===== src/sbc_pkg.sv =====
// Package: register map, field layout and rate constants of the serial block
// Summary of operation
// - Receiver idle while enable is 0; when 1 it hunts for a start bit.
// - Mute bit is software writable; hardware clears it on a wake-up sequence.
// - Break characters are sent while send-break is 1, and one more after it is cleared.
// - Setting then clearing send-break sends one break after the current word.
// - Data address holds separate transmit and receive holding buffers.
// - Coarse prescaler bits 7:6 divide by 1, 3, 4 or 13.
// - Transmit divisor bits 5:3 divide by two to the field value.
// - Receive divisor bits 2:0 divide by two to the field value.
// - Power-of-two transmit divisor used only while transmit fine divider is zero.
// - Power-of-two receive divisor used only while receive fine divider is zero.
// - Nonzero receive fine value divides the divide-by-16 output for reception.
// - Nonzero transmit fine value divides the divide-by-16 output for transmission.
// - Both fine dividers read zero after reset.
// - Coarse prescaler bits reset to zero; divisor fields reset unspecified.
// - While muted no receive flag is set, except by the address word that ends the mute.
// - Wake on idle line (method 0) or on an address word with top bit set (method 1).
// - Extended rate equals clock divided by 16 and the fine value.
package sbc_pkg;
    // Register indices (word offsets) of the registers
    localparam logic [7:0] SBC_STATUS_ADDR = 8'h50;
    localparam logic [7:0] SBC_DATA_ADDR = 8'h51;
    localparam logic [7:0] SBC_BAUD_ADDR = 8'h52;
    localparam logic [7:0] SBC_FRAME_ADDR = 8'h53;
    localparam logic [7:0] SBC_CTRL_ADDR = 8'h54;
    localparam logic [7:0] SBC_RXFINE_ADDR = 8'h55;
    localparam logic [7:0] SBC_TXFINE_ADDR = 8'h57;
    // Register indices equal printed offsets; byte address is four times
    localparam int SBC_ADDR_SHIFT = 2;
    // Control register fields
    localparam int SBC_CTL_TE = 3;
    localparam int SBC_CTL_RE = 2;
    localparam int SBC_CTL_MUTE = 1;
    localparam int SBC_CTL_BRK = 0;
    // Frame register fields
    localparam int SBC_FRM_R8 = 7;
    localparam int SBC_FRM_T8 = 6;
    localparam int SBC_FRM_M = 4;
    localparam int SBC_FRM_WAKE = 3;
    localparam logic [7:0] SBC_FRM_MASK = 8'h58;
    // Status fields
    localparam int SBC_ST_TXE = 7;
    localparam int SBC_ST_TC = 6;
    localparam int SBC_ST_RXF = 5;
    localparam int SBC_ST_IDLE = 4;
    localparam int SBC_ST_OR = 3;
    localparam int SBC_ST_FE = 1;
    // Reset values
    localparam logic [7:0] SBC_CTRL_RST = 8'h00;
    localparam logic [7:0] SBC_BAUD_RST = 8'h00;
    localparam logic [7:0] SBC_FINE_RST = 8'h00;
    localparam logic [7:0] SBC_FRAME_RST = 8'h00;
    // Oversampling stage and coarse factors
    localparam int SBC_OVERSAMPLE = 16;
    localparam logic [3:0] SBC_PRE_F0 = 4'h1;
    localparam logic [3:0] SBC_PRE_F1 = 4'h3;
    localparam logic [3:0] SBC_PRE_F2 = 4'h4;
    localparam logic [3:0] SBC_PRE_F3 = 4'hd;
    localparam int SBC_FIFO_DEPTH = 8;
    // Register write carrier
    typedef struct packed {
        logic valid;
        logic [7:0] addr;
        logic [7:0] data;
    } sbc_wr_t;
    // Transmitter states
    typedef enum logic [1:0] {SBC_TX_IDLE, SBC_TX_SHIFT, SBC_TX_BREAK} sbc_tx_state_t;
endpackage


===== src/sbc_fifo.sv =====
// Small synchronous FIFO with valid/ready on both sides
`timescale 1ns/1ps
module sbc_fifo #(
    parameter int WIDTH = 9,
    parameter int DEPTH = 8
) (
    // Clock and reset
    input wire logic pclk,
    input wire logic presetn,
    // Fill side
    input wire logic in_valid,
    output logic in_ready,
    input wire logic [WIDTH-1:0] in_data,
    // Drain side
    output logic out_valid,
    input wire logic out_ready,
    output logic [WIDTH-1:0] out_data
);
    localparam int AW = $clog2(DEPTH);
    logic [WIDTH-1:0] mem_q [DEPTH];
    logic [AW-1:0] wr_q;
    logic [AW-1:0] rd_q;
    logic [AW:0] cnt_q;
    logic push;
    logic pop;

    // Handshakes
    assign in_ready = (cnt_q != (AW+1)'(DEPTH));
    assign out_valid = (cnt_q != '0);
    assign push = in_valid && in_ready;
    assign pop = out_valid && out_ready;

    // Storage, no reset needed on data
    always_ff @(posedge pclk) begin
        if (push) begin
            mem_q[wr_q] <= in_data;
        end
    end

    // Registered read data at head
    always_ff @(posedge pclk or negedge presetn) begin
        if (!presetn) begin
            out_data <= '0;
        end else if (pop && cnt_q > (AW+1)'(1)) begin
            out_data <= mem_q[AW'(rd_q + AW'(1))];
        end else if (push && (cnt_q == '0 || (pop && cnt_q == (AW+1)'(1)))) begin
            out_data <= in_data;
        end
    end

    // Pointers and fill count
    always_ff @(posedge pclk or negedge presetn) begin
        if (!presetn) begin
            wr_q <= '0;
            rd_q <= '0;
            cnt_q <= '0;
        end else begin
            if (push) begin
                wr_q <= (wr_q == AW'(DEPTH-1)) ? '0 : AW'(wr_q + AW'(1));
            end
            if (pop) begin
                rd_q <= (rd_q == AW'(DEPTH-1)) ? '0 : AW'(rd_q + AW'(1));
            end
            cnt_q <= (AW+1)'(cnt_q + (AW+1)'(push) - (AW+1)'(pop));
        end
    end
endmodule


===== src/sbc_serial.sv =====
// Serial block: APB registers, baud generator, transmitter and receiver
`timescale 1ns/1ps
module sbc_serial
    import sbc_pkg::*;
#(
    parameter int FIFO_DEPTH = SBC_FIFO_DEPTH
) (
    // APB clock and reset
    input wire logic pclk,
    input wire logic presetn,
    // APB slave
    input wire logic psel,
    input wire logic penable,
    input wire logic pwrite,
    input wire logic [11:0] paddr,
    input wire logic [31:0] pwdata,
    output logic [31:0] prdata,
    output logic pready,
    output logic pslverr,
    // Serial line
    input wire logic rxd,
    output logic txd
);
    ////////////////////////////////////////////////////////////////////////
    // Register access
    logic [7:0] ctrl_q;
    logic [7:0] baud_q;
    logic [7:0] frame_q;
    logic [7:0] rx_fine_divider_q;
    logic [7:0] tx_fine_divider_q;
    logic [7:0] rx_holding_buffer_q;
    logic rx_full_flag_q;
    logic idle_q;
    logic ovr_q;
    logic fe_q;
    logic tc_q;
    logic st_seen_q;
    sbc_wr_t wr;
    logic rd_en;
    logic [7:0] reg_idx;
    logic addr_ok;
    logic fifo_ready;
    logic fifo_valid;
    logic [8:0] fifo_data;
    logic fifo_pop;
    logic wake_idle;
    logic wake_addr;
    logic rx_done;
    logic [8:0] rx_word;
    logic rx_ferr;

    assign reg_idx = paddr[9:2];
    assign addr_ok = (paddr[1:0] == 2'b00) && (paddr[11:10] == 2'b00) &&
        (reg_idx inside {SBC_STATUS_ADDR, SBC_DATA_ADDR, SBC_BAUD_ADDR, SBC_FRAME_ADDR,
        SBC_CTRL_ADDR, SBC_RXFINE_ADDR, SBC_TXFINE_ADDR});
    // Zero wait states: every access completes in its access phase
    assign pready = 1'b1;
    assign pslverr = psel && penable && !addr_ok;
    assign wr.valid = psel && penable && pwrite && addr_ok;
    assign wr.addr = reg_idx;
    assign wr.data = pwdata[7:0];
    assign rd_en = psel && penable && !pwrite && addr_ok;

    function automatic logic wr_hit(input sbc_wr_t w, input logic [7:0] a);
        return w.valid && (w.addr == a);
    endfunction

    // Control registers; hardware wake-up clears mute, wake wins over a write
    always_ff @(posedge pclk or negedge presetn) begin
        if (!presetn) begin
            ctrl_q <= SBC_CTRL_RST;
            baud_q <= SBC_BAUD_RST;
            frame_q <= SBC_FRAME_RST;
            rx_fine_divider_q <= SBC_FINE_RST;
            tx_fine_divider_q <= SBC_FINE_RST;
        end else begin
            if (wr_hit(wr, SBC_CTRL_ADDR)) begin
                ctrl_q <= wr.data;
            end
            if (wake_idle || wake_addr) begin
                ctrl_q[SBC_CTL_MUTE] <= 1'b0;
            end
            if (wr_hit(wr, SBC_BAUD_ADDR)) begin
                baud_q <= wr.data;
            end
            if (wr_hit(wr, SBC_FRAME_ADDR)) begin
                frame_q <= wr.data & (SBC_FRM_MASK | 8'h80);
            end
            if (rx_done) begin
                frame_q[SBC_FRM_R8] <= rx_word[8];
            end
            if (wr_hit(wr, SBC_RXFINE_ADDR)) begin
                rx_fine_divider_q <= wr.data;
            end
            if (wr_hit(wr, SBC_TXFINE_ADDR)) begin
                tx_fine_divider_q <= wr.data;
            end
        end
    end

    // Read mux, registered data output
    always_ff @(posedge pclk or negedge presetn) begin
        if (!presetn) begin
            prdata <= '0;
        end else if (psel && !penable && !pwrite) begin
            case (reg_idx)
                SBC_STATUS_ADDR: prdata <= {24'h0, fifo_ready, tc_q, rx_full_flag_q, idle_q,
                    ovr_q, 1'b0, fe_q, 1'b0};
                SBC_DATA_ADDR: prdata <= {24'h0, rx_holding_buffer_q};
                SBC_BAUD_ADDR: prdata <= {24'h0, baud_q};
                SBC_FRAME_ADDR: prdata <= {24'h0, frame_q};
                SBC_CTRL_ADDR: prdata <= {24'h0, ctrl_q};
                SBC_RXFINE_ADDR: prdata <= {24'h0, rx_fine_divider_q};
                SBC_TXFINE_ADDR: prdata <= {24'h0, tx_fine_divider_q};
                default: prdata <= '0;
            endcase
        end
    end

    ////////////////////////////////////////////////////////////////////////
    // Baud generator: prescale then power-of-two divider, or fine divider alone
    function automatic logic [3:0] pre_factor(input logic [1:0] code);
        case (code)
            2'b00: return SBC_PRE_F0;
            2'b01: return SBC_PRE_F1;
            2'b10: return SBC_PRE_F2;
            default: return SBC_PRE_F3;
        endcase
    endfunction

    // Oversample tick period: prescale * 2^n, or the fine value in fine mode
    function automatic logic [11:0] tick_period(input logic [1:0] pre, input logic [2:0] pw,
        input logic [7:0] fine);
        if (fine != 8'h00) begin
            return {4'h0, fine};
        end
        return 12'(pre_factor(pre)) << pw;
    endfunction

    // The 16x stage runs from pclk in fine mode so rate is pclk/16/fine
    logic [11:0] tx_per;
    logic [11:0] rx_per;
    logic [11:0] tx_cnt_q;
    logic [11:0] rx_cnt_q;
    logic tx_tick;
    logic rx_tick;
    assign tx_per = tick_period(baud_q[7:6], baud_q[5:3], tx_fine_divider_q);
    assign rx_per = tick_period(baud_q[7:6], baud_q[2:0], rx_fine_divider_q);
    assign tx_tick = (tx_cnt_q >= tx_per - 12'h001);
    assign rx_tick = (rx_cnt_q >= rx_per - 12'h001);

    // Rate counters; reset hunt phase when receiver disabled
    always_ff @(posedge pclk or negedge presetn) begin
        if (!presetn) begin
            tx_cnt_q <= '0;
            rx_cnt_q <= '0;
        end else begin
            tx_cnt_q <= tx_tick ? 12'h000 : 12'(tx_cnt_q + 12'h001);
            rx_cnt_q <= (rx_tick || !ctrl_q[SBC_CTL_RE]) ? 12'h000 : 12'(rx_cnt_q + 12'h001);
        end
    end

    ////////////////////////////////////////////////////////////////////////
    // Transmit FIFO in front of the holding path
    logic tx_push;
    assign tx_push = wr_hit(wr, SBC_DATA_ADDR);
    sbc_fifo #(.WIDTH(9), .DEPTH(FIFO_DEPTH)) u_txf (
        .pclk(pclk),
        .presetn(presetn),
        .in_valid(tx_push),
        .in_ready(fifo_ready),
        .in_data({frame_q[SBC_FRM_T8], wr.data}),
        .out_valid(fifo_valid),
        .out_ready(fifo_pop),
        .out_data(fifo_data)
    );

    ////////////////////////////////////////////////////////////////////////
    // Transmitter
    sbc_tx_state_t tx_st_q;
    logic [10:0] tx_sh_q;
    logic [3:0] tx_bits_q;
    logic [3:0] tx_os_q;
    logic brk_prev_q;
    logic brk_pend_q;
    logic tx_on;
    assign tx_on = ctrl_q[SBC_CTL_TE];
    // Pop only when shifter is idle and no break is owed
    assign fifo_pop = (tx_st_q == SBC_TX_IDLE) && tx_on && fifo_valid &&
        !ctrl_q[SBC_CTL_BRK] && !brk_pend_q;

    // Break pending on falling edge of send-break; held until the idle shifter takes it
    always_ff @(posedge pclk or negedge presetn) begin
        if (!presetn) begin
            brk_prev_q <= 1'b0;
            brk_pend_q <= 1'b0;
        end else begin
            brk_prev_q <= ctrl_q[SBC_CTL_BRK];
            if (brk_prev_q && !ctrl_q[SBC_CTL_BRK]) begin
                brk_pend_q <= 1'b1;
            end else if (tx_st_q == SBC_TX_IDLE && tx_on) begin
                brk_pend_q <= 1'b0;
            end
        end
    end

    // Shifter: start, data (8 or 9), stop; a break is all zeros
    always_ff @(posedge pclk or negedge presetn) begin
        if (!presetn) begin
            tx_st_q <= SBC_TX_IDLE;
            tx_sh_q <= '1;
            tx_bits_q <= '0;
            tx_os_q <= '0;
            tc_q <= 1'b1;
        end else begin
            case (tx_st_q)
                SBC_TX_IDLE: begin
                    tx_os_q <= '0;
                    if (tx_on && (ctrl_q[SBC_CTL_BRK] || brk_pend_q)) begin
                        tx_st_q <= SBC_TX_BREAK;
                        tx_sh_q <= '0;
                        tx_bits_q <= frame_q[SBC_FRM_M] ? 4'ha : 4'h9;
                        tc_q <= 1'b0;
                    end else if (fifo_pop) begin
                        tx_st_q <= SBC_TX_SHIFT;
                        tx_sh_q <= frame_q[SBC_FRM_M] ? {1'b1, fifo_data, 1'b0}
                            : {2'b11, fifo_data[7:0], 1'b0};
                        tx_bits_q <= frame_q[SBC_FRM_M] ? 4'ha : 4'h9;
                        tc_q <= 1'b0;
                    end
                end
                SBC_TX_SHIFT, SBC_TX_BREAK: begin
                    if (tx_tick) begin
                        tx_os_q <= 4'(tx_os_q + 4'h1);
                        if (tx_os_q == 4'hf) begin
                            tx_sh_q <= {(tx_st_q == SBC_TX_SHIFT), tx_sh_q[10:1]};
                            if (tx_bits_q == 4'h0) begin
                                tx_st_q <= SBC_TX_IDLE;
                                tc_q <= 1'b1;
                            end else begin
                                tx_bits_q <= 4'(tx_bits_q - 4'h1);
                            end
                        end
                    end
                end
                default: tx_st_q <= SBC_TX_IDLE;
            endcase
        end
    end

    // Line drive registered; idle high, break low
    always_ff @(posedge pclk or negedge presetn) begin
        if (!presetn) begin
            txd <= 1'b1;
        end else begin
            txd <= (tx_st_q == SBC_TX_SHIFT) ? tx_sh_q[0] : !(tx_st_q == SBC_TX_BREAK ||
                (tx_on && (ctrl_q[SBC_CTL_BRK] || brk_pend_q)));
        end
    end

    ////////////////////////////////////////////////////////////////////////
    // Receiver: 16x oversampling, mid-bit sample
    logic rx_busy_q;
    logic [3:0] rx_os_q;
    logic [3:0] rx_bit_q;
    logic [8:0] rx_sh_q;
    logic [3:0] idle_cnt_q;
    logic idle_armed_q;
    logic [3:0] rx_last;
    logic muted;
    assign muted = ctrl_q[SBC_CTL_MUTE];
    assign rx_last = frame_q[SBC_FRM_M] ? 4'ha : 4'h9;
    assign rx_done = rx_busy_q && rx_tick && rx_os_q == 4'h7 && rx_bit_q == rx_last && !muted;
    assign rx_word = frame_q[SBC_FRM_M] ? rx_sh_q : {1'b0, rx_sh_q[8:1]};
    assign rx_ferr = !rxd;
    // Address mark: top data bit set ends the mute
    assign wake_addr = muted && rx_busy_q && rx_tick && rx_os_q == 4'h7 &&
        rx_bit_q == rx_last && frame_q[SBC_FRM_WAKE] &&
        rx_sh_q[8];
    // Idle frame: line high for a whole frame of bit times
    assign wake_idle = muted && !frame_q[SBC_FRM_WAKE] && !rx_busy_q && rx_tick &&
        rx_os_q == 4'hf && idle_cnt_q == rx_last;

    // Bit framing; disabled receiver stays idle
    always_ff @(posedge pclk or negedge presetn) begin
        if (!presetn) begin
            rx_busy_q <= 1'b0;
            rx_os_q <= '0;
            rx_bit_q <= '0;
            rx_sh_q <= '0;
            idle_cnt_q <= '0;
        end else if (!ctrl_q[SBC_CTL_RE]) begin
            rx_busy_q <= 1'b0;
            rx_os_q <= '0;
            idle_cnt_q <= '0;
        end else if (rx_tick) begin
            rx_os_q <= 4'(rx_os_q + 4'h1);
            if (!rx_busy_q) begin
                if (!rxd) begin
                    rx_busy_q <= 1'b1;
                    rx_os_q <= 4'h1;
                    rx_bit_q <= '0;
                    idle_cnt_q <= '0;
                end else if (rx_os_q == 4'hf && idle_cnt_q != 4'hf) begin
                    idle_cnt_q <= 4'(idle_cnt_q + 4'h1);
                end
            end else if (rx_os_q == 4'h7) begin
                if (rx_bit_q == 4'h0 && rxd) begin
                    rx_busy_q <= 1'b0; // False start
                end else if (rx_bit_q == rx_last) begin
                    rx_busy_q <= 1'b0;
                end else begin
                    if (rx_bit_q != 4'h0) begin
                        rx_sh_q <= {rxd, rx_sh_q[8:1]};
                    end
                    rx_bit_q <= 4'(rx_bit_q + 4'h1);
                end
            end
        end
    end

    // Status: hardware set wins over software clear; no flags while muted except from the address word that wakes it
    logic rx_clr;
    logic idle_hit;
    assign rx_clr = st_seen_q && rd_en && reg_idx == SBC_DATA_ADDR;
    assign idle_hit = !muted && idle_armed_q && !rx_busy_q && rx_tick && rx_os_q == 4'hf &&
        idle_cnt_q == rx_last;
    always_ff @(posedge pclk or negedge presetn) begin
        if (!presetn) begin
            rx_holding_buffer_q <= '0;
            rx_full_flag_q <= 1'b0;
            idle_q <= 1'b0;
            ovr_q <= 1'b0;
            fe_q <= 1'b0;
            st_seen_q <= 1'b0;
            idle_armed_q <= 1'b0;
        end else begin
            if (rd_en && reg_idx == SBC_STATUS_ADDR) begin
                st_seen_q <= 1'b1;
            end else if (rx_clr) begin
                st_seen_q <= 1'b0;
            end
            if (rx_clr) begin
                rx_full_flag_q <= 1'b0;
                idle_q <= 1'b0;
                ovr_q <= 1'b0;
                fe_q <= 1'b0;
            end
            if (rx_done || wake_addr) begin
                idle_armed_q <= 1'b1;
                if (rx_full_flag_q && !rx_clr) begin
                    ovr_q <= 1'b1;
                end else begin
                    rx_holding_buffer_q <= rx_word[7:0];
                    rx_full_flag_q <= 1'b1;
                    fe_q <= rx_ferr;
                end
            end
            if (idle_hit) begin
                idle_q <= 1'b1;
                idle_armed_q <= 1'b0;
            end
        end
    end
endmodule


===== config.mk =====
export PLATFORM = sky130hd
export DESIGN_NAME = sbc_serial
export DESIGN_NICKNAME = d
export VERILOG_FILES = /design/src/sbc_pkg.sv /design/src/sbc_fifo.sv /design/src/sbc_serial.sv
export SDC_FILE = /design/constraint.sdc
export NUM_CORES = 1
export LEC_CHECK = 0
export ABC_AREA = 1
export BUFFER_PORTS_ARGS = -buffer_cell sky130_fd_sc_hd__buf_2
export CAP_MARGIN = 40
export CORE_MARGIN = 4
export CORE_UTILIZATION = 36
export DETAILED_ROUTE_END_ITERATION = 10
export GPL_ROUTABILITY_DRIVEN = 0
export PLACE_DENSITY = 0.58
export SKIP_LAST_GASP = 1
export SYNTH_ARGS = -nofsm -noshare
export SYNTH_HDL_FRONTEND = slang
export SYNTH_HIERARCHICAL = 1
export SYNTH_SLANG_ARGS = --single-unit

===== constraint.sdc =====
create_clock -name pclk -period 4.2 [get_ports pclk]
set_clock_uncertainty 0.05 [all_clocks]
set_input_delay 0.63 -clock pclk [delete_from_list [all_inputs] [get_ports pclk]]
set_output_delay 0.63 -clock pclk [all_outputs]
set_load 0.01 [all_outputs]

==> run metrics <==
distinct cell type count after synthesis=48; source-to-sink clock delay at the later pin of the worst-skew pair=about 0.53 ns; required time of the worst setup path=around 4.6 ns; # Post-CTS Setup Buffers=0; share of the cycle needed by the critical path after routing=0.9008; number of buffers created by CTS=26; power density over the cells=between 300 and 400 nW/um2; DRT antenna net count=0; total setup violations reported at the end of the flow=0; setup TNS=0 ns; quantity of I/O buffers inserted on ports=35; remaining design rule violation count=0; initial standard-cell utilization of the core=0.3673; die extent in x=around 190 um; worst slack at placement=0.4059 ns; unrepaired setup endpoints after global routing=no; biggest fanout along the worst timing path=10; max cap viols=0; grt total ovfl=0; Clock Sink Count=between 200 and 250; clock tree from TritonCTS=yes; sequential fraction of design power=0.462; final antenna diode count=0; number of synthesized flops with an enable pin=72; number of hold violations in the final report=0; number of nets in the finished design=around 1.7k; Site Rows=67; highest-count cells in the layout ignoring fill and taps=433 x sky130_fd_sc_hd__nand2_1, 214 x sky130_fd_sc_hd__inv_1, 146 x sky130_fd_sc_hd__nor2_1; standard cell core area=around 34,000 um2; Fmax=between 0.2 and 0.3 GHz; dominant synthesized flop cell=sky130_fd_sc_hd__dfrtp_1; max-slew violations=0; internal power=3.909 mW; Clock Tree Root=sky130_fd_sc_hd__clkbuf_16; outcome=completed; count of H-tree levels built during CTS=1; Crit. End Element=register; proportion of synthesized chip area in sequential cells=0.4751; minimum period implied by the final worst setup slack=approximately 3.8 ns; Hold WC Path Type=in2async; number of warnings issued by yosys=6; count of routing violations after the opening detailed-route iteration=~800; maximum count of clock buffers along a single path=3; WL/cell=about 14 um; layout cell share with drive strength beyond 1=0.08538; async set or reset register ratio after synthesis=0.6727; initial antenna violation count=0; power share of the combinational group=0.074; CP Launch Type=register; Avg Inst Size Synth=around 8 um2; kind of critical path=reg2reg; Switch Pwr=around 1.2 mW; global-route usage over all layers=0.1529; leakage power=between 6 and 7 nW; DR pass1 iterations=5; post-cts gate resize count=0; fraction of power spent switching nets=0.2347; via count of the first global-routing pass=roughly 9.5k; leading cell type in the layout, fill and taps excluded=sky130_fd_sc_hd__nand2_1; number of hold-repair buffers added at the cts stage=0; HPWL reported at the end of detailed placement=just over 20,000 um; part of the power in the clock network=0.464; first-pass GRT wire length=48,550 um; Worst Tran Pin Value=0.7546 ns; maximum ir drop on the vdd rail=261.3 uV; largest net degree at the start of global routing=88; die area=roughly 37,000 um2; Vias=9,980; number of cells produced by synthesis=between 1.5k and 2k; data arrival time of the worst path=between 4 and 5 ns; Total Wirelength=approximately 30,000 um; boundary pin count=between 80 and 90; layout overhead on the synthesized area=12.43%; Via-to-Cell Ratio=between 4 and 5; smallest setup slack after layout=approximately 0.42 ns; worst-case headroom to the max-slew limit=0.4931; register bit count reported by yosys=220; die boundary height=slightly below 200 um; clock transition at the register clock pins on the worst setup and hold paths after CTS=roughly 0.06 ns; Synth Cell Area=12,380 um2
## state kept, by name (all words and copies together), names as in the netlist, 9 cells and up
name / flops
rx_sh_q: 9
tx_cnt_q: 12
rx_cnt_q: 12
tx_sh_q: 11
u_txf/out_data: 9
u_txf/mem_q: 72
## cell families (layout without fill, tap and decap cells)
logic type | Yosys count | in the layout | share of synthesized area
AO/OA/AOI/OAI | 202 | 202 | 0.09026
XOR/XNOR | 22 | 22 | 0.01557
adder cells (fa/ha/maj) | 50 | 50 | 0.05114
buffers and inverters | 277 | 320 | 0.09582
flip-flops | 220 | 220 | 0.4751
other | 2 | 27 | 0.0006067
AND/OR/NAND/NOR | 787 | 787 | 0.2715
## path summary, 6_finish.rpt
check                                 from                      to  slack (ns)  cells after the start
worst max register to register   baud_q[6]  rx_holding_buffer_q[3]        0.42                     25
max in group asynchronous          presetn               prdata[3]        3.32                      3
min in group pclk                   pwrite               st_seen_q        0.39                      4
worst min-delay path               presetn       u_txf/out_data[0]        0.08                      2
worst min register to register  brk_prev_q              brk_pend_q        0.41                      2
worst max-delay path             baud_q[6]  rx_holding_buffer_q[3]        0.42                     25
## worst max-delay path, stage by stage (launching register included)
cell	delay [ns]
sky130_fd_sc_hd__dfrtp_1	0.42
sky130_fd_sc_hd__inv_1	0.16
sky130_fd_sc_hd__nand2_1	0.14
sky130_fd_sc_hd__nand2_1	0.10
sky130_fd_sc_hd__nand2_1	0.09
sky130_fd_sc_hd__nand4_1	0.11
sky130_fd_sc_hd__nand2_1	0.07
sky130_fd_sc_hd__inv_1	0.10
sky130_fd_sc_hd__ha_1	0.20
sky130_fd_sc_hd__nand3_1	0.10
sky130_fd_sc_hd__nor2_2	0.21
sky130_fd_sc_hd__nand3_1	0.14
sky130_fd_sc_hd__nor2_1	0.11
sky130_fd_sc_hd__nor2_1	0.05
sky130_fd_sc_hd__ha_1	0.26
sky130_fd_sc_hd__nand2_1	0.06
sky130_fd_sc_hd__nor2_1	0.14
sky130_fd_sc_hd__nand4_1	0.09
sky130_fd_sc_hd__nor2_1	0.20
sky130_fd_sc_hd__nor2_4	0.11
sky130_fd_sc_hd__inv_1	0.14
sky130_fd_sc_hd__nand2_1	0.12
sky130_fd_sc_hd__nand2_2	0.19
sky130_fd_sc_hd__nand2_2	0.16
sky130_fd_sc_hd__nand2_1	0.10
sky130_fd_sc_hd__nand2_1	0.05
## power by group through the flow
| stage | combinational, mW | clock [mW] | sequential [mW] |
|---|---|---|---|
| CTS | 0.386 | 2.43 | 2.36 |
| finish | 0.380 | 2.37 | 2.36 |
| global placement | 0.368 | 0 | 2.40 |
| global route | 0.446 | 2.52 | 2.37 |
| floorplan | 0.271 | 0 | 2.38 |
| detailed placement | 0.383 | 0 | 2.40 |
## routing by layer
layer / part of all wire / wire length (um) / global-route usage
met3: 0.044 / 1292 / 0.01983
met5: 0 / 0 / 0
met2: 0.47 / 13710 / 0.2587
met4: 0.020 / 599 / 0.03462
met1: 0.47 / 13780 / 0.2107
## synth_stat cells (all sizes together), types with 15 or more instances
cell	n	area [um2]
dfrtp	135	3378
nand4	20	125.1
xor2	15	131.4
ha	49	613.1
nor3	19	111.4
inv	222	833.3
o21ai	116	584.3
nand3	137	690.7
nor2	160	676.9
nand2	438	1662
edfxtp	72	2162
buf	44	301.5
a21oi	44	224.0
## cell type report
| cell class | instances | area (um2) |
|---|---|---|
| Fill cell | 3398 | 19780 |
| Sequential cell | 220 | 5882 |
| Multi-Input combinational cell | 1088 | 5413 |
| Inverter | 224 | 840.8 |
| Clock buffer | 33 | 698.2 |
| Tap cell | 448 | 560.5 |
| Timing Repair Buffer | 49 | 319.1 |
| Clock inverter | 14 | 205.2 |
## stage by stage
| step | area, um2 | util | power (mW) | hold slack [ns] | std cells |
|---|---|---|---|---|---|
| 5_1_grt | 13920 | 0.4130 | 5.330 | 0.1129 | 2076 |
| 4_1_cts | 13910 | 0.4128 | 5.175 | 0.08452 | 2076 |
| 3_3_place_gp | 12980 | 0.3852 | 2.765 | 0.3853 | 2028 |
| 3_5_place_dp | 13010 | 0.3860 | 2.780 | 0.3961 | 2029 |
| 6_report | 13920 | 0.4130 | 5.108 | 0.08434 | 2076 |
| 2_1_floorplan | 12470 | - | 2.654 | 0.2844 | 1585 |
No activity file was read; power rests on OpenSTA's default activity.
